==> src/inc/adlp_map.svh <==
// Register offsets, field positions, reset values and timing counts
// Assumes inclusion by the converter control modules only
//
// Summary of operation
// (RL1) Sample 3.5 or 23.5 converter clocks
// (RL2) Round 11-bit approximation to 1024 codes
// (RL3) Complete flag set at every conversion end; not set for one lost to an open result read
// (RL4) Enabled interrupt raised when flag sets
// (RL5) Wait mode keeps converting and interrupting
// (RL6) Single conversion ends in low power
// (RL7) Stop without async clock aborts conversion
// (RL8) Restart needs control write; result kept
// (RL9) Stop with async clock keeps converting
// (RL10) Stop with trigger mode waits for trigger
// (RL11) Software clears continuous before wait
// (RL12) Control write aborts, restarts unless off; the code also does not restart in trigger mode
// (RL13) Flag cleared by control write, low read
// (RL14) Channel all ones powers off, isolates
// (RL15) Interrupt held until flag cleared
`ifndef ADLP_MAP_SVH
`define ADLP_MAP_SVH

// ----------------------------------------
// Register offsets
// ----------------------------------------
`define ADLP_OFF_SC    3'h0
`define ADLP_OFF_CFG   3'h1
`define ADLP_OFF_RH    3'h2
`define ADLP_OFF_RL    3'h3
`define ADLP_OFF_IST   3'h4
`define ADLP_OFF_IMSK  3'h5

// ----------------------------------------
// Fields and reset values
// ----------------------------------------
`define ADLP_SC_IEN    6
`define ADLP_SC_CONT   5
`define ADLP_CFG_LSMP  0
`define ADLP_CFG_ACLK  1
`define ADLP_CFG_EXT   2
`define ADLP_CFG_DIV   4:3
`define ADLP_IST_DONE  0
`define ADLP_IST_ABRT  1
`define ADLP_CH_OFF    5'h1f
`define ADLP_SC_RST    8'h1f
`define ADLP_CFG_RST   8'h00

// ----------------------------------------
// Sample window in converter half-cycles, and top raw code
// ----------------------------------------
`define ADLP_SMP_SHORT 6'h07
`define ADLP_SMP_LONG  6'h2f
`define ADLP_RAW_MAX   11'h7ff

`endif

==> src/inc/adlp_pkg.sv <==
// Types and small decode helpers of the converter control
// Assumes the map header is included by each user
package adlp_pkg;

    typedef enum logic [1:0] {ST_OFF, ST_SAMPLE, ST_CONVERT} adlp_state_e;

    // Channel code that switches the converter off
    function automatic logic ch_off(input logic [4:0] ch);
        return ch == 5'h1f;
    endfunction

    // Half-LSB rounding with saturation at the top code
    function automatic logic [9:0] round_code(input logic [10:0] raw);
        logic [11:0] s;
        s = {1'b0, raw} + 12'h001;
        return (s[11]) ? 10'h3ff : s[10:1];
    endfunction

endpackage

==> src/inc/adlp_sar_if.sv <==
// Control to approximation engine carrier
// Assumes one clock shared by both ends
`timescale 1ns/1ps
interface adlp_sar_if;
    logic       start;
    logic       abort;
    logic       long_smp;
    logic       busy;
    logic       done;
    logic [9:0] result;
    logic [10:0] raw;

    modport ctl (output start, abort, long_smp, input busy, done, result, raw);
    modport eng (input start, abort, long_smp, output busy, done, result, raw);
endinterface

==> src/design/adlp_top.sv <==
// Converter control: registers, triggers, low-power modes, interrupt
// Assumes a plain register port on MCLK; trigger and comparator are pins
`timescale 1ns/1ps
`include "adlp_map.svh"
module adlp_top import adlp_pkg::*; #(
    parameter int         DIV_W    = 12,
    parameter logic [11:0] DIV_BASE = 12'h002
) (
    input  wire logic       MCLK,
    input  wire logic       SRST,
    input  wire logic [2:0] ADDR,
    input  wire logic [7:0] WDATA,
    input  wire logic       WR,
    input  wire logic       RD,
    output logic      [7:0] RDATA,
    output logic            IRQ,
    input  wire logic       WAIT_MODE,
    input  wire logic       STOP_MODE,
    input  wire logic       HW_TRIG,
    input  wire logic       COMP,
    output logic     [10:0] DAC,
    output logic            SAMPLE,
    output logic            ANALOG_ON,
    output logic      [4:0] CH_SEL,
    output logic            ISOLATE
);
    // ----------------------------------------
    // State
    // ----------------------------------------
    adlp_sar_if sar ();

    logic       ien_q;
    logic       cont_q;
    logic [4:0] ch_q;
    logic [7:0] cfg_q;
    logic       conversion_complete_flag_q;
    logic [9:0] res_q;
    logic       blk_q;
    logic [1:0] ist_q;
    logic [1:0] imsk_q;
    logic       trg_s1;
    logic       trg_s2;
    logic       trg_s3;
    logic       tick;
    logic       sc_wr;
    logic       cfg_wr;
    logic       rl_rd;
    logic       rh_rd;
    logic       halt;
    logic       go_ok;
    logic       trg_go;
    logic       xfer;
    logic       lost;
    logic [7:0] rd_mux;

    // ----------------------------------------
    // Decode
    // ----------------------------------------
    assign sc_wr  = WR && ADDR == `ADLP_OFF_SC;
    assign cfg_wr = WR && ADDR == `ADLP_OFF_CFG;
    assign rl_rd  = RD && ADDR == `ADLP_OFF_RL;
    assign rh_rd  = RD && ADDR == `ADLP_OFF_RH;

    // Bus clock stop without the private clock kills the conversion
    assign halt   = STOP_MODE && !cfg_q[`ADLP_CFG_ACLK]; // RL7
    assign go_ok  = !halt; // RL9
    // A transfer is blocked while a high-then-low result read is open
    assign xfer   = sar.done && !blk_q;
    assign lost   = sar.done && blk_q;
    assign trg_go = trg_s2 && !trg_s3 && cfg_q[`ADLP_CFG_EXT] && !sar.busy; // RL10

    always_comb begin
        sar.start = 1'b0;
        if (go_ok) begin
            if (sc_wr) begin
                sar.start = !ch_off(WDATA[4:0]) && !cfg_q[`ADLP_CFG_EXT]; // RL12
            end else if (!ch_off(ch_q) && !cfg_wr) begin
                sar.start = trg_go || (sar.done && (cont_q || blk_q)); // RL10
            end
        end
    end

    assign sar.abort    = sc_wr || cfg_wr || halt || ch_off(ch_q); // RL12 RL14
    assign sar.long_smp = cfg_q[`ADLP_CFG_LSMP];

    // ----------------------------------------
    // Engine and divider
    // ----------------------------------------
    adlp_clkdiv #(
        .CW   (DIV_W),
        .BASE (DIV_BASE)
    ) u_div (
        .clk    (MCLK),
        .srst   (SRST),
        .run    (sar.busy || sar.start),
        .div    (cfg_q[`ADLP_CFG_DIV]),
        .tick_q (tick)
    );

    adlp_sar u_sar (
        .clk      (MCLK),
        .srst     (SRST),
        .tick     (tick),
        .comp_in  (COMP),
        .ifc      (sar),
        .sample_q (SAMPLE),
        .dac_q    (DAC)
    );

    // ----------------------------------------
    // Trigger synchroniser
    // ----------------------------------------
    always_ff @(posedge MCLK) begin
        if (SRST) begin
            trg_s1 <= 1'b0;
            trg_s2 <= 1'b0;
            trg_s3 <= 1'b0;
        end else begin
            trg_s1 <= HW_TRIG;
            trg_s2 <= trg_s1;
            trg_s3 <= trg_s2;
        end
    end

    // ----------------------------------------
    // Control registers
    // ----------------------------------------
    always_ff @(posedge MCLK) begin
        if (SRST) begin
            ien_q  <= 1'(`ADLP_SC_RST >> `ADLP_SC_IEN);
            cont_q <= 1'(`ADLP_SC_RST >> `ADLP_SC_CONT);
            ch_q   <= 5'(`ADLP_SC_RST);
        end else if (sc_wr) begin
            ien_q  <= WDATA[`ADLP_SC_IEN];
            cont_q <= WDATA[`ADLP_SC_CONT];
            ch_q   <= WDATA[4:0];
        end
    end

    always_ff @(posedge MCLK) begin
        if (SRST) begin
            cfg_q <= `ADLP_CFG_RST;
        end else if (cfg_wr) begin
            cfg_q <= WDATA;
        end
    end

    always_ff @(posedge MCLK) begin
        if (SRST) begin
            imsk_q <= 2'h0;
        end else if (WR && ADDR == `ADLP_OFF_IMSK) begin
            imsk_q <= WDATA[1:0];
        end
    end

    // ----------------------------------------
    // Result and completion flag
    // ----------------------------------------
    always_ff @(posedge MCLK) begin
        if (SRST) begin
            res_q <= 10'h000;
        end else if (xfer) begin
            res_q <= sar.result; // RL8
        end
    end

    // Reading the high byte holds off a new result until the low byte
    always_ff @(posedge MCLK) begin
        if (SRST || rl_rd || sc_wr) begin
            blk_q <= 1'b0;
        end else if (rh_rd) begin
            blk_q <= 1'b1;
        end
    end

    // Set wins over a clear in the same cycle
    always_ff @(posedge MCLK) begin
        if (SRST) begin
            conversion_complete_flag_q <= 1'b0;
        end else if (xfer) begin
            conversion_complete_flag_q <= 1'b1; // RL3
        end else if (sc_wr || rl_rd) begin
            conversion_complete_flag_q <= 1'b0; // RL13
        end
    end

    // ----------------------------------------
    // Interrupt status and output
    // ----------------------------------------
    always_ff @(posedge MCLK) begin
        if (SRST) begin
            ist_q <= 2'h0;
        end else begin
            for (int i = 0; i < 2; i++) begin
                if (i == `ADLP_IST_DONE && xfer) begin
                    ist_q[i] <= 1'b1;
                end else if (i == `ADLP_IST_ABRT && halt && sar.busy) begin
                    ist_q[i] <= 1'b1;
                end else if (WR && ADDR == `ADLP_OFF_IST && WDATA[i]) begin
                    ist_q[i] <= 1'b0;
                end
            end
        end
    end

    // Held as long as the flag stays set, wait or stop alike
    always_ff @(posedge MCLK) begin
        if (SRST) begin
            IRQ <= 1'b0;
        end else begin
            IRQ <= (conversion_complete_flag_q && ien_q) || |(ist_q & imsk_q); // RL4 RL5 RL15
        end
    end

    // ----------------------------------------
    // Analog controls
    // ----------------------------------------
    always_ff @(posedge MCLK) begin
        if (SRST) begin
            ANALOG_ON <= 1'b0;
            CH_SEL    <= 5'(`ADLP_SC_RST);
            ISOLATE   <= 1'b1;
        end else begin
            ANALOG_ON <= sar.busy; // RL6
            CH_SEL    <= ch_q;
            ISOLATE   <= ch_off(ch_q); // RL14
        end
    end

    // ----------------------------------------
    // Read port
    // ----------------------------------------
    always_comb begin
        unique case (ADDR)
            `ADLP_OFF_SC:   rd_mux = {conversion_complete_flag_q, ien_q, cont_q, ch_q};
            `ADLP_OFF_CFG:  rd_mux = cfg_q;
            `ADLP_OFF_RH:   rd_mux = {6'h00, res_q[9:8]};
            `ADLP_OFF_RL:   rd_mux = res_q[7:0];
            `ADLP_OFF_IST:  rd_mux = {6'h00, ist_q};
            `ADLP_OFF_IMSK: rd_mux = {6'h00, imsk_q};
            default:        rd_mux = 8'h00;
        endcase
    end

    always_ff @(posedge MCLK) begin
        if (SRST) begin
            RDATA <= 8'h00;
        end else begin
            RDATA <= RD ? rd_mux : 8'h00;
        end
    end
endmodule // adlp_top

==> src/design/adlp_clkdiv.sv <==
// Converter clock divider: half-cycle enable pulses
// Assumes the caller gates run while the converter is idle
`timescale 1ns/1ps
module adlp_clkdiv import adlp_pkg::*; #(
    parameter int            CW   = 12,
    parameter logic [CW-1:0] BASE = 12'h002
) (
    input  wire logic       clk,
    input  wire logic       srst,
    input  wire logic       run,
    input  wire logic [1:0] div,
    output logic            tick_q
);
    logic [CW-1:0] cnt_q;
    logic [CW-1:0] lim;

    // Stopping the count while idle mirrors the gated clock of the core
    assign lim = CW'((BASE << div) - 1'b1);

    always_ff @(posedge clk) begin
        if (srst || !run) begin
            cnt_q  <= '0;
            tick_q <= 1'b0;
        end else if (cnt_q >= lim) begin
            cnt_q  <= '0;
            tick_q <= 1'b1;
        end else begin
            cnt_q  <= cnt_q + 1'b1;
            tick_q <= 1'b0;
        end
    end
endmodule // adlp_clkdiv

==> src/design/adlp_sar.sv <==
// Successive approximation sequencer with sample window
// Assumes tick marks half converter-clock periods, comp_in is a pin
`timescale 1ns/1ps
`include "adlp_map.svh"
module adlp_sar import adlp_pkg::*; (
    input  wire logic   clk,
    input  wire logic   srst,
    input  wire logic   tick,
    input  wire logic   comp_in,
    adlp_sar_if.eng     ifc,
    output logic        sample_q,
    output logic [10:0] dac_q
);
    adlp_state_e st_q;
    logic [5:0]  cnt_q;
    logic [3:0]  bit_q;
    logic        ph_q;
    logic        cmp_s1;
    logic        cmp_s2;
    logic [5:0]  lim;
    logic [10:0] keep;

    assign lim      = ifc.long_smp ? `ADLP_SMP_LONG - 6'h01 : `ADLP_SMP_SHORT - 6'h01; // RL1
    assign ifc.busy = (st_q != ST_OFF);
    assign ifc.raw  = keep;
    assign keep     = cmp_s2 ? dac_q : (dac_q & ~(11'h001 << bit_q));

    always_ff @(posedge clk) begin
        cmp_s1 <= comp_in;
        cmp_s2 <= cmp_s1;
    end

    // ----------------------------------------
    // Sequencer
    // ----------------------------------------
    always_ff @(posedge clk) begin
        ifc.done <= 1'b0;
        if (srst) begin
            st_q       <= ST_OFF;
            cnt_q      <= 6'h00;
            bit_q      <= 4'h0;
            ph_q       <= 1'b0;
            dac_q      <= 11'h000;
            sample_q   <= 1'b0;
            ifc.result <= 10'h000;
        end else if (ifc.start) begin
            st_q     <= ST_SAMPLE;
            cnt_q    <= 6'h00;
            sample_q <= 1'b1;
        end else if (ifc.abort) begin
            st_q     <= ST_OFF; // RL7
            sample_q <= 1'b0;
        end else if (tick) begin
            unique case (st_q)
                ST_OFF: ;
                ST_SAMPLE: begin
                    if (cnt_q == lim) begin // RL1
                        st_q     <= ST_CONVERT;
                        sample_q <= 1'b0;
                        bit_q    <= 4'ha;
                        ph_q     <= 1'b0;
                        dac_q    <= 11'h400;
                    end else begin
                        cnt_q <= cnt_q + 6'h01;
                    end
                end
                ST_CONVERT: begin
                    ph_q <= !ph_q;
                    if (ph_q) begin
                        if (bit_q == 4'h0) begin
                            st_q       <= ST_OFF; // RL6
                            dac_q      <= keep;
                            ifc.result <= round_code(keep); // RL2
                            ifc.done   <= 1'b1;
                        end else begin
                            bit_q <= bit_q - 4'h1;
                            dac_q <= keep | (11'h001 << (bit_q - 4'h1));
                        end
                    end
                end
            endcase
        end
    end
endmodule // adlp_sar

==> config.mk <==
export PLATFORM = sky130hd
export DESIGN_NAME = adlp_top
export DESIGN_NICKNAME = d
export VERILOG_FILES = /design/src/inc/adlp_pkg.sv /design/src/inc/adlp_sar_if.sv /design/src/design/adlp_top.sv /design/src/design/adlp_clkdiv.sv /design/src/design/adlp_sar.sv
export VERILOG_INCLUDE_DIRS = /design/src /design/src/inc
export SDC_FILE = /design/constraint.sdc
export NUM_CORES = 1
export LEC_CHECK = 0
export ABC_CLOCK_PERIOD_IN_PS = 4250
export BUFFER_PORTS_ARGS = -buffer_cell sky130_fd_sc_hd__buf_2
export CAP_MARGIN = 40
export CORE_ASPECT_RATIO = 0.6
export CORE_MARGIN = 4
export CORE_UTILIZATION = 50
export CTS_BUF_LIST = sky130_fd_sc_hd__clkbuf_8
export DETAILED_ROUTE_END_ITERATION = 10
export PLACE_DENSITY = 0.69
export SLEW_MARGIN = 20
export SYNTH_ARGS = -nofsm -noshare
export SYNTH_HDL_FRONTEND = slang
export SYNTH_SLANG_ARGS = --single-unit
export TNS_END_PERCENT = 1
==> constraint.sdc <==
create_clock -name MCLK -period 4.25 [get_ports MCLK]
set_input_delay 0.425 -clock MCLK [delete_from_list [all_inputs] [get_ports MCLK]]
set_output_delay 0.425 -clock MCLK [all_outputs]
set_load 0.05 [all_outputs]
# --- Word level (Yosys, flattened, before mapping) ---
# Cells that the tools add are included.
op_classes:
  n_addsub: 5
  mul: 0
  div: 0
  order_cmp: 1
  eq_ne: 17
  n_shift: 3
  muxes: 36
  bitwise_logic: 11
  reduce_logical: 64
ops:
  columns: ["operator", "count"]
  rows:
  - ["8-bit case mux with 6 select lines", 1]
  - ["11-bit 2-to-1 mux", 4]
  - ["11-bit case mux with 2 select lines", 1]
  - ["1-bit by 4-bit left shift with 11-bit output (first input constant)", 2]
  - ["1-bit 2-to-1 mux", 19]
  - ["1-bit logical AND", 18]
  - ["5-bit AND reduction", 3]
  - ["11-bit by 1-bit adder with 12-bit output (second input constant)", 1]
  - ["12-bit by 1-bit adder with 12-bit output (second input constant)", 1]
  - ["12-bit greater-or-equal comparator", 1]
  - ["4-bit 2-to-1 mux", 3]
  - ["4-bit by 3-bit != test with 1-bit output (second input constant)", 3]
  - ["6-bit AND reduction", 2]
  - ["2-bit by 2-bit left shift with 12-bit output (first input constant)", 1]
  - ["12-bit by 1-bit subtractor with 12-bit output (second input constant)", 1]
  - ["11-bit bitwise AND", 1]
  - ["1-bit logical OR", 11]
  - ["11-bit NOT", 1]
  - ["11-bit bitwise OR", 1]
  - ["5-bit equality test (second input constant)", 2]
  - ["1-bit zero test", 10]
  - ["10-bit 2-to-1 mux", 1]
  - ["2-bit nonzero test", 5]
  - ["3-bit nonzero test", 3]
  - ["26 further kinds", 41]
totals:
  register_bits: 101
  latch_bits: 0
  mem_bits_rw: 0
  rom_bits: 0
  wordCells: 168
  n_memories: 0

# --- Depth between registers and ports, before layout ---
# Gate-level depths: netlist of run 1.
depth:
  ltp_word: 12
  ltp_mapped: 11

# --- Cells and area by module ---
# A second synthesis of run 1 with hierarchy kept.
unflattened:
  hier_cells: 506
  hier_area_um2: 4685.7
by_module_without_submodules:
  columns: ["mod", "instances", "cells_per_inst", "area_per_inst_um2"]
  rows:
  - ["adlp_sar", 1, 254, 2183.3]
  - ["adlp_top", 1, 210, 2029.4]
  - ["adlp_clkdiv", 1, 42, 473.0]

# --- Least setup slack after synthesis of run 1 ---
# No wires, ideal clock.
synth_path:
  kind: "flip-flop to flip-flop"
  start: "register u_sar.bit_q[0]"
  end: "register u_sar.ifc.result[9]"
  setup_time_ps: 92
  t_arrival_ps: 2414
  required_time_ps: 4158
  path_slack_ps: 1744
  stages_incl_launch_ff: 11
  n_path_buf: 1
  cell_sequence: "dfxtp_1 inv_1 ha_1 clkbuf_1 or3b_2 o21a_1 ha_1 and3_1 nor4bb_1 and4b_1 nor4_1"
synth_via:
  elab_chain_cells: 6
  elab_cells_between_ends: 8
synth_lines:
  columns: ["element", "line_no", "text"]
  rows:
  - ["start: declaration", "adlp_sar.sv:16", "logic [3:0] bit_q;"]
  - ["start signal: assignment", "adlp_sar.sv:76", "bit_q <= bit_q - 4'h1;"]
  - ["1-bit by 4-bit left shift with 11-bit output", "adlp_sar.sv:26", "assign keep = cmp_s2 ? dac_q : (dac_q & ~(11'h001 << bit_q));"]
  - ["11-bit NOT", "adlp_sar.sv:26", null]
  - ["11-bit bitwise AND", "adlp_sar.sv:26", null]
  - ["11-bit 2-to-1 mux", "adlp_sar.sv:26", null]
  - ["11-bit by 1-bit adder with 12-bit output", "adlp_pkg.sv:15", "s = {1'b0, raw} + 12'h001;"]
  - ["10-bit 2-to-1 mux", "adlp_pkg.sv:16", "return (s[11]) ? 10'h3ff : s[10:1];"]
  - ["end signal: assignment", "adlp_sar.sv:73", "ifc.result <= round_code(keep);"]
  - ["end: declaration", "adlp_sar_if.sv:14", "modport eng (input start, abort, long_smp, output busy, done, result, raw);"]
# Several ways; a longest one is shown, not always the timed one.
# A chain may end at the register's enable or synchronous reset.

# --- Worst setup path in the final report of run 1 ---
# Same ends and word-level chain as after synthesis.

==> qor.tcl, run 1 <==
set qor(yosys-top-cells-count) {sky130_fd_sc_hd__dfxtp_1, sky130_fd_sc_hd__nand2_1, sky130_fd_sc_hd__nor2_1, sky130_fd_sc_hd__a21oi_1, sky130_fd_sc_hd__clkbuf_1}
set qor(finalCriticalPeriod_ns) 2.814
set qor(post_detailed_route_drc_marker_count) 0
set qor(setup_viol) 0
set qor(cell_area_power_density_nw_per_um2) 316.0
set qor(timing.reg2reg.worst_path_depth) 9
set qor(antennaDiodeCount) 0
set qor(yosys_register_bits) 101
set qor(io_buffers) 45
set qor(cap_viol_max_count) 0
set qor(cts-root-to-sink-buffers) 2
set qor(rrSetupSlack_ns) 1.44
set qor(std_cell_rows) 27
set qor(drt-pass1-iter-count) 5
set qor(ctsResizeCount) 0
set qor(clock_transition_at_path_regs_ns) 0.10
set qor(global_route.overflow_total) 0
set qor(placed_cells_incl_taps) 708
set qor(cp-startpoint) {u_sar.bit_q[0]$_SDFFE_PP0P_}
set qor(cts_setup_buffers) 0
set qor(post_drt_wl_per_cell_microns) 15.77
set qor(worst_r2r_startpoint) {u_sar.bit_q[0]$_SDFFE_PP0P_}
set qor(start_util_pct) 51.61
set qor(io_pins) 47
set qor(worst_hold_end) {u_sar.cmp_s1$_DFF_P_}
set qor(r2r-end) {u_sar.ifc.result[9]$_SDFFE_PP0P_}
set qor(main_synth_ff_type) {sky130_fd_sc_hd__dfxtp_1}
set qor(post_synth_num_cell_types) 67
set qor(initialDrtViolationCount) 347
set qor(vdd_drop_max_v) 0.0001472
set qor(cts.root.buffer_cell) {sky130_fd_sc_hd__clkbuf_8}
set qor(most_repeated_cell_in_the_gate_level_netlist_after_synthesis) {sky130_fd_sc_hd__dfxtp_1}
set qor(die_width_microns) 134.0
set qor(worst_hold_path.num_cells) 1
set qor(final-max-slew-violation-count) 0
set qor(grt_antenna_before_repair) 0
set qor(finalHoldViolations) 0
set qor(outcome) {completed}
set qor(asyncSetResetFlopFracSynth_pct) 0
set qor(drt.antenna.violating_nets) 0
set qor(post_synth_main_area_contributors) {sky130_fd_sc_hd__dfxtp_1, sky130_fd_sc_hd__nand2_1, sky130_fd_sc_hd__a21oi_1}
set qor(p_leak_nw) 1.894
set qor(layout.cells.non_filler) 724
set qor(die_height_microns) 83.58
set qor(area_of_all_placed_cells_without_fillers_sq_um) 5235
set qor(route.vias.total) 4135
set qor(design.die.area_sq_um) 11200
set qor(numCtsBuffers) 9
set qor(holdBufCountCts) 0
set qor(grt_pass1_wl_microns) 19200
set qor(timing.hold.worst.start) {COMP}
set qor(design.core.area_sq_um) 9223
set qor(synth.yosys.warnings) 0
set qor(worstSetupStartpointType) {register}
set qor(fin_util_pct) 56.76
set qor(gr-usage-all-layers_pct) 20.96
set qor(timing_worst_setup_path_type) {reg2reg}
set qor(synth-seq-area-share_pct) 42.48
set qor(grt_pass1_vias) 3853
set qor(total_routed_length_microns) 11420
set qor(hp-class) {in2reg}
set qor(clock_sink_count) 101
set qor(worst_path_required_ns) 4.53
set qor(post_drt_via_cell_ratio) 5.711
set qor(cp_max_fanout) 9
set qor(place_congestion) 0.8817
set qor(synth_edf_count) 0
set qor(clkLatencyLatePin_ns) 0.37
set qor(synth_top_cell_by_area) {sky130_fd_sc_hd__dfxtp_1}
set qor(synth.top_cell.area_share_pct) 42.48
set qor(placed_wire_length_estimate_microns) 8285
set qor(layout_cells_sized_above_1_pct) 16.50
set qor(final.setup_skew_ns) 0.007013
set qor(fin_nets) 623
set qor(htree_num_levels) 3
set qor(rsz_0062_raised_after_global_routing) {false}
set qor(number_of_standard_cells_after_synthesis) 558
set qor(max_slew_margin_pct) 51.67
set qor(cts_tree) {done}
set qor(fmax_mhz) 355.4
set qor(pin_count_of_the_biggest_net_entering_global_routing) 65
set qor(synth_area_sq_um) 4760
set qor(detailed_place.area_sq_um) 5046
set qor(worstMarginPinSlew_ns) 0.7235
set qor(fin_setup_tns_ns) 0
set qor(worst-endpoint-arrival_ns) 3.09
set qor(final_min_period_over_clock_period_pct) 66.20
set qor(synth_area_per_cell_sq_um) 8.530
set qor(layout-area-overhead-vs-synth_pct) 9.989
set qor(cp-end-kind) {register}
-- power breakdown --
group / switching, W / total [W] / leakage [nW] / internal (W)
combinational: 0.0000640 / 0.0000925 / 0.980 / 0.0000284
sequential: 0.00000822 / 0.000967 / 0.819 / 0.000959
clock: 0.000355 / 0.000594 / 0.0947 / 0.000240
-- sequential cells by signal (all words and copies together) (netlist names), 2 cells and up --
name              count
ch_q                  5
cfg_q                 8
CH_SEL                5
u_sar.ifc.result     10
ist_q                 2
u_sar.dac_q          11
u_sar.cnt_q           6
RDATA                 8
u_div.cnt_q          12
res_q                10
u_sar.bit_q           4
imsk_q                2
u_sar.st_q            2
-- placed cells by master (no fill, tap or decap), types with 7 or more instances in the layout --
cell and count:
sky130_fd_sc_hd__a211oi_1 12, sky130_fd_sc_hd__a21oi_1 47, sky130_fd_sc_hd__buf_2 45, sky130_fd_sc_hd__clkbuf_8 10, sky130_fd_sc_hd__conb_1 7, sky130_fd_sc_hd__dfxtp_1 101
sky130_fd_sc_hd__ha_1 15, sky130_fd_sc_hd__inv_1 16, sky130_fd_sc_hd__mux2i_1 12, sky130_fd_sc_hd__nand2_1 78, sky130_fd_sc_hd__nand3_1 25, sky130_fd_sc_hd__nand4_1 9
sky130_fd_sc_hd__nor2_1 55, sky130_fd_sc_hd__nor3_1 9, sky130_fd_sc_hd__o21ai_0 11, sky130_fd_sc_hd__or2_2 12, sky130_fd_sc_hd__xnor2_1 9
-- critical path, cell delays in order (launching register included) --
cell                       delay, ns
sky130_fd_sc_hd__dfxtp_1        0.35
sky130_fd_sc_hd__inv_1          0.15
sky130_fd_sc_hd__ha_1           0.40
sky130_fd_sc_hd__or3b_2         0.55
sky130_fd_sc_hd__o21a_1         0.23
sky130_fd_sc_hd__ha_1           0.23
sky130_fd_sc_hd__and3_1         0.20
sky130_fd_sc_hd__nor4bb_1       0.15
sky130_fd_sc_hd__and4b_1        0.22
sky130_fd_sc_hd__nor4_1         0.24
-- stage by stage --
step                      total power, W  setup WS [ns]  hold WS (ns)
after floorplan                 0.001049          1.744        0.3096
after global placement          0.001078          1.538        0.3104
after detailed placement        0.001079          1.466        0.3138
after CTS                       0.001673          1.460        0.1300
after global routing            0.001724          1.264        0.1261
final                           0.001654          1.436        0.1522
-- kinds of logic (layout without fill, tap and decap cells) --
logic type               Yosys count  count (layout)  synth area share (%)
flip-flops                       101             101                 42.48
buffers and inverters             50              80                 4.338
adder cells (fa/ha/maj)           15              15                 3.943
multiplexers                      15              15                 3.470
AO/OA/AOI/OAI                    121             121                 18.09
XOR/XNOR                          13              13                 2.392
AND/OR/NAND/NOR                  242             242                 25.21
other                              1               7               0.07879
-- how the worst max path moves through the flow --
stage | depth (start not counted) | slack, ns | endpoint
final | 9 | 1.44 | u_sar.ifc.result[9]$_SDFFE_PP0P_
after global routing | 9 | 1.26 | u_sar.ifc.result[9]$_SDFFE_PP0P_
after CTS | 9 | 1.46 | u_sar.ifc.result[9]$_SDFFE_PP0P_
after detailed placement | 9 | 1.47 | u_sar.ifc.result[9]$_SDFFE_PP0P_
after global placement | 9 | 1.54 | u_sar.ifc.result[9]$_SDFFE_PP0P_
after floorplan | 10 | 1.74 | u_sar.ifc.result[9]$_SDFFE_PP0P_
-- area by class of cell --
type | count | area (sq um)
tap | 130 | 162.7
timing repair buffer | 48 | 247.7
clock buffer | 10 | 137.6
clock inverter | 6 | 51.30
fill | 859 | 3988
multi-input combinational | 413 | 2554
inverter | 16 | 60.06
sequential | 101 | 2022
-- per-layer routing --
metal | share of wire, % | up-vias | track usage, % | wire length, microns
li1 | - | 2032 | - | -
met1 | 51 | 1946 | 31.80 | 5789
met2 | 42 | 141 | 29.32 | 4760
met3 | 6.4 | 16 | 4.880 | 732
met4 | 1.2 | 0 | 5.976 | 139
met5 | 0 | - | 0 | 0
Power figures use the tool's default switching activity.
==> run 2: changes to the inputs <==
--- a/config.mk
+++ b/config.mk
@@ -6,7 +6,8 @@
 export SDC_FILE = /design/constraint.sdc
 export NUM_CORES = 1
 export LEC_CHECK = 0
-export ABC_CLOCK_PERIOD_IN_PS = 4250
+export ABC_AREA = 1
+export ABC_CLOCK_PERIOD_IN_PS = 2300
 export BUFFER_PORTS_ARGS = -buffer_cell sky130_fd_sc_hd__buf_2
 export CAP_MARGIN = 40
 export CORE_ASPECT_RATIO = 0.6
@@ -14,7 +15,7 @@
 export CORE_UTILIZATION = 50
 export CTS_BUF_LIST = sky130_fd_sc_hd__clkbuf_8
 export DETAILED_ROUTE_END_ITERATION = 10
-export PLACE_DENSITY = 0.69
+export PLACE_DENSITY = 0.72
 export SLEW_MARGIN = 20
 export SYNTH_ARGS = -nofsm -noshare
 export SYNTH_HDL_FRONTEND = slang
==> constraint.sdc (replaced) <==
create_clock -name MCLK -period 2.3 [get_ports MCLK]
set_input_delay 0.23 -clock MCLK [delete_from_list [all_inputs] [get_ports MCLK]]
set_output_delay 0.23 -clock MCLK [all_outputs]
set_load 0.05 [all_outputs]
==> qor.tcl, run 2 <==
set qor(layout-area-overhead-vs-synth_pct) 13.61
set qor(crit_path_max_incr_delay_ns) 0.46 ;# -0.09 ns
set qor(cts.root.buffer_cell) {sky130_fd_sc_hd__clkbuf_8}
set qor(asyncSetResetFlopFracSynth_pct) 0 ;# unchanged
set qor(synth_top_cell_by_area) {sky130_fd_sc_hd__dfxtp_1}
set qor(drt.antenna.violating_nets) 0 ;# unchanged
set qor(largest_register) {u_div.cnt_q}
set qor(synth_edf_count) 0 ;# unchanged
set qor(clkLatencyLatePin_ns) 0.37 ;# about the same
set qor(post_synth_main_area_contributors) {sky130_fd_sc_hd__dfxtp_1, sky130_fd_sc_hd__nand2_1, sky130_fd_sc_hd__inv_1}
set qor(internal_power_summed_over_all_cells_w) 0.002368 ;# +93%
set qor(critPathMostFrequentCell) {sky130_fd_sc_hd__nor2_1}
set qor(grt_pass1_wl_microns) 19200 ;# about the same
set qor(timing_worst_setup_path_type) {reg2reg}
set qor(yosys_register_bits) 101 ;# unchanged
set qor(numCtsBuffers) 9 ;# unchanged
set qor(cp-end-kind) {register}
set qor(worstSetupStartpointType) {register}
set qor(cts_setup_buffers) 0 ;# unchanged
set qor(design.core.area_sq_um) 9155 ;# -0.73%
set qor(leading_cell_types_in_the_layout_fill_and_taps_excluded) {sky130_fd_sc_hd__nand2_1, sky130_fd_sc_hd__dfxtp_1, sky130_fd_sc_hd__inv_1}
set qor(top_regs) {u_div.cnt_q x12, u_sar.dac_q x11}
set qor(worst_r2r_startpoint) {u_sar.st_q[0]$_SDFFE_PP0P_}
set qor(final_min_period_over_clock_period_pct) 90.72 ;# +25 points
set qor(io_pins) 47 ;# unchanged
set qor(worst_path_required_ns) 2.61 ;# -1.92 ns
set qor(place_congestion) 0.9849 ;# +12%
set qor(number_of_standard_cells_after_synthesis) 627 ;# +12%
set qor(fin_util_pct) 58.18 ;# +1.4 points
set qor(fin_nets) 719 ;# +15%
set qor(die_width_microns) 133.0 ;# -0.71%
set qor(netSwitchingPower_w) 0.0007843 ;# +84%
set qor(route.layer.met1.wl_microns) 5807 ;# +0.31%
set qor(main_synth_ff_type) {sky130_fd_sc_hd__dfxtp_1}
set qor(drt-pass1-iter-count) 5 ;# unchanged
set qor(post_drt_via_cell_ratio) 5.171 ;# -9.5%
set qor(start_util_pct) 51.21 ;# -0.40 points
set qor(placed_wire_length_estimate_microns) 8940 ;# +7.9%
set qor(post_detailed_route_drc_marker_count) 0 ;# unchanged
set qor(worstMarginPinSlew_ns) 0.5263 ;# -0.1972 ns
set qor(hp-class) {in2reg}
set qor(setup_viol) 0 ;# unchanged
set qor(routed-wl-met3_microns) 1206 ;# +65%
set qor(power.share.sequential_pct) 56.7 ;# -1.8 points
set qor(mostFrequentLayoutCell) {sky130_fd_sc_hd__nand2_1}
set qor(layout.cells.non_filler) 820 ;# +13%
set qor(antennaDiodeCount) 0 ;# unchanged
set qor(placed_cells_incl_taps) 803 ;# +13%
set qor(design.die.area_sq_um) 11040 ;# -1.4%
set qor(cts-root-to-sink-buffers) 2 ;# unchanged
set qor(synth.top_cell.area_share_pct) 43.13 ;# +0.65 points
set qor(route.vias.total) 4240 ;# +2.5%
set qor(finalHoldWorstSlack_ns) 0.05685 ;# -0.09538 ns
set qor(fin_setup_tns_ns) 0 ;# unchanged
set qor(fmax_mhz) 479.3 ;# +35%
set qor(topRoutingLayerUsed) {met4}
set qor(synth.yosys.warnings) 0 ;# unchanged
set qor(rrSetupSlack_ns) 0.21 ;# -1.22 ns
set qor(cap_viol_max_count) 0 ;# unchanged
set qor(cell_area_power_density_nw_per_um2) 591.8 ;# +87%
set qor(cp-startpoint) {u_sar.st_q[0]$_SDFFE_PP0P_}
set qor(synth_area_per_cell_sq_um) 7.477 ;# -12%
set qor(post_drt_wl_per_cell_microns) 14.08 ;# -11%
set qor(timing.hold.worst.start) {HW_TRIG}
set qor(gr-usage-all-layers_pct) 21.29 ;# +0.33 points
set qor(post_synth_num_cell_types) 42 ;# -37%
set qor(outcome) {completed}
set qor(worst-endpoint-arrival_ns) 2.40 ;# -0.69 ns
set qor(pin_count_of_the_biggest_net_entering_global_routing) 36 ;# -45%
set qor(cp_max_fanout) 9 ;# unchanged
set qor(io_buffers) 45 ;# unchanged
set qor(yosys-top-cells-count) {sky130_fd_sc_hd__nand2_1, sky130_fd_sc_hd__dfxtp_1, sky130_fd_sc_hd__inv_1, sky130_fd_sc_hd__nor2_1, sky130_fd_sc_hd__a21oi_1}
set qor(synth-seq-area-share_pct) 43.13 ;# +0.65 points
set qor(die_height_microns) 83.01 ;# -0.68%
set qor(combinationalPowerShare_pct) 6.0 ;# +0.4 points
set qor(cts_tree) {done}
set qor(htree_num_levels) 3 ;# unchanged
set qor(detailroute.wirelength.met2_microns) 4449 ;# -6.5%
set qor(synth_area_sq_um) 4688 ;# -1.5%
set qor(total_routed_length_microns) 11540 ;# +1.1%
set qor(initialDrtViolationCount) 428 ;# +23%
set qor(grt_antenna_before_repair) 0 ;# unchanged
set qor(max_slew_margin_pct) 64.78 ;# +13 points
set qor(std_cell_rows) 27 ;# unchanged
set qor(clock_power_share_pct) 37.4 ;# +1.5 points
set qor(most_repeated_cell_in_the_gate_level_netlist_after_synthesis) {sky130_fd_sc_hd__nand2_1}
set qor(final.setup_skew_ns) 0.01011 ;# +0.003097 ns
set qor(clock_sink_count) 101 ;# unchanged
set qor(final-max-slew-violation-count) 0 ;# unchanged
set qor(finalHoldViolations) 0 ;# unchanged
set qor(clock_transition_at_path_regs_ns) 0.09 ;# about the same
set qor(power.share.switching_pct) 24.88 ;# -0.92 points
set qor(global_route.overflow_total) 0 ;# unchanged
set qor(vdd_drop_max_v) 0.0002619 ;# +78%
set qor(max_reg_flops) 12 ;# unchanged
set qor(finalCriticalPeriod_ns) 2.086 ;# -0.7271 ns
set qor(critPathSlowestCell) {sky130_fd_sc_hd__nor2_1}
set qor(path_cells) {inv_1 -> ha_1 -> clkinv_1 -> nor2_1 -> inv_1 -> o22ai_1 -> nor2_1 -> nor2_1}
set qor(p_leak_nw) 2.288 ;# +21%
set qor(rsz_0062_raised_after_global_routing) {false}
set qor(grt_pass1_vias) 3910 ;# +1.5%
set qor(layout_cells_sized_above_1_pct) 14.93 ;# -1.6 points
==> run 2: cell count changes after synthesis, moves of 19 or more <==
cell                       before  now
sky130_fd_sc_hd__nor2_1        55   80
sky130_fd_sc_hd__clkbuf_1      27    8
sky130_fd_sc_hd__inv_1         16   85
sky130_fd_sc_hd__o21ai_0       11   49
sky130_fd_sc_hd__nand2_1       78  107
==> run 2: power by group through the flow <==
stage / sequential (W) / clock [W] / combinational [W]
after floorplan: 0.00184 / 0 / 0.000107
after global placement: 0.00183 / 0 / 0.000181
after detailed placement: 0.00183 / 0 / 0.000184
after CTS: 0.00179 / 0.00119 / 0.000186
after global routing: 0.00179 / 0.00127 / 0.000208
final: 0.00179 / 0.00118 / 0.000188
==> run 2: cell type report <==
class / count / area (sq um)
inverter: 94 / 357.8
clock inverter: 6 / 71.32
clock buffer: 10 / 137.6
sequential: 101 / 2022
tap: 130 / 162.7
fill: 826 / 3829
timing repair buffer: 55 / 302.8
multi-input combinational: 424 / 2272
==> run 2: path summary, 6_finish.rpt <==
path                            depth (start not counted)                     endpoint
worst min-delay path                                    3            trg_s1$_SDFF_PP0_
worst max register to register                          8  u_sar.dac_q[2]$_SDFFE_PP0P_
worst min register to register                          0         u_sar.cmp_s2$_DFF_P_
worst max-delay path                                    8  u_sar.dac_q[2]$_SDFFE_PP0P_
==> run 2: cells by family after synthesis <==
logic type	synth area share, %
adder cells (fa/ha/maj)	4.003
buffers and inverters	9.100
other	0.07999
AND/OR/NAND/NOR	25.49
flip-flops	43.13
AO/OA/AOI/OAI	15.61
XOR/XNOR	2.589
==> run 2: metal layers <==
| layer | vias to the layer above | track usage (%) |
|---|---|---|
| met5 | - | 0 |
| met4 | 0 | 4.245 |
| met3 | 10 | 7.627 |
| met2 | 168 | 28.68 |
| met1 | 1923 | 32.31 |
| li1 | 2139 | - |
==> run 2: critical path, delay by kind of cell, from the launching register on <==
family	cells	cell delay, ns
compound gates	1	0.17
fa+ha+maj	1	0.38
buf+inv	3	0.54
flops	1	0.34
simple gates	3	0.60
==> run 2: metrics by stage <==
stage	setup WS [ns]	instance area, sq um	total power [W]
final	0.2135	5326	0.003152
after detailed placement	0.1173	5097	0.002012
after CTS	0.09289	5316	0.003167
after global placement	0.1764	5097	0.002008
after global routing	0.004317	5326	0.003272
after floorplan	0.3366	4711	0.001950
==> run 2: timing repair <==
action,4_1_cts,5_1_grt
gates resized for setup,0,3
endpoints found under the hold margin,1,0
endpoints found under the setup margin,0,2
hold buffers,1,0
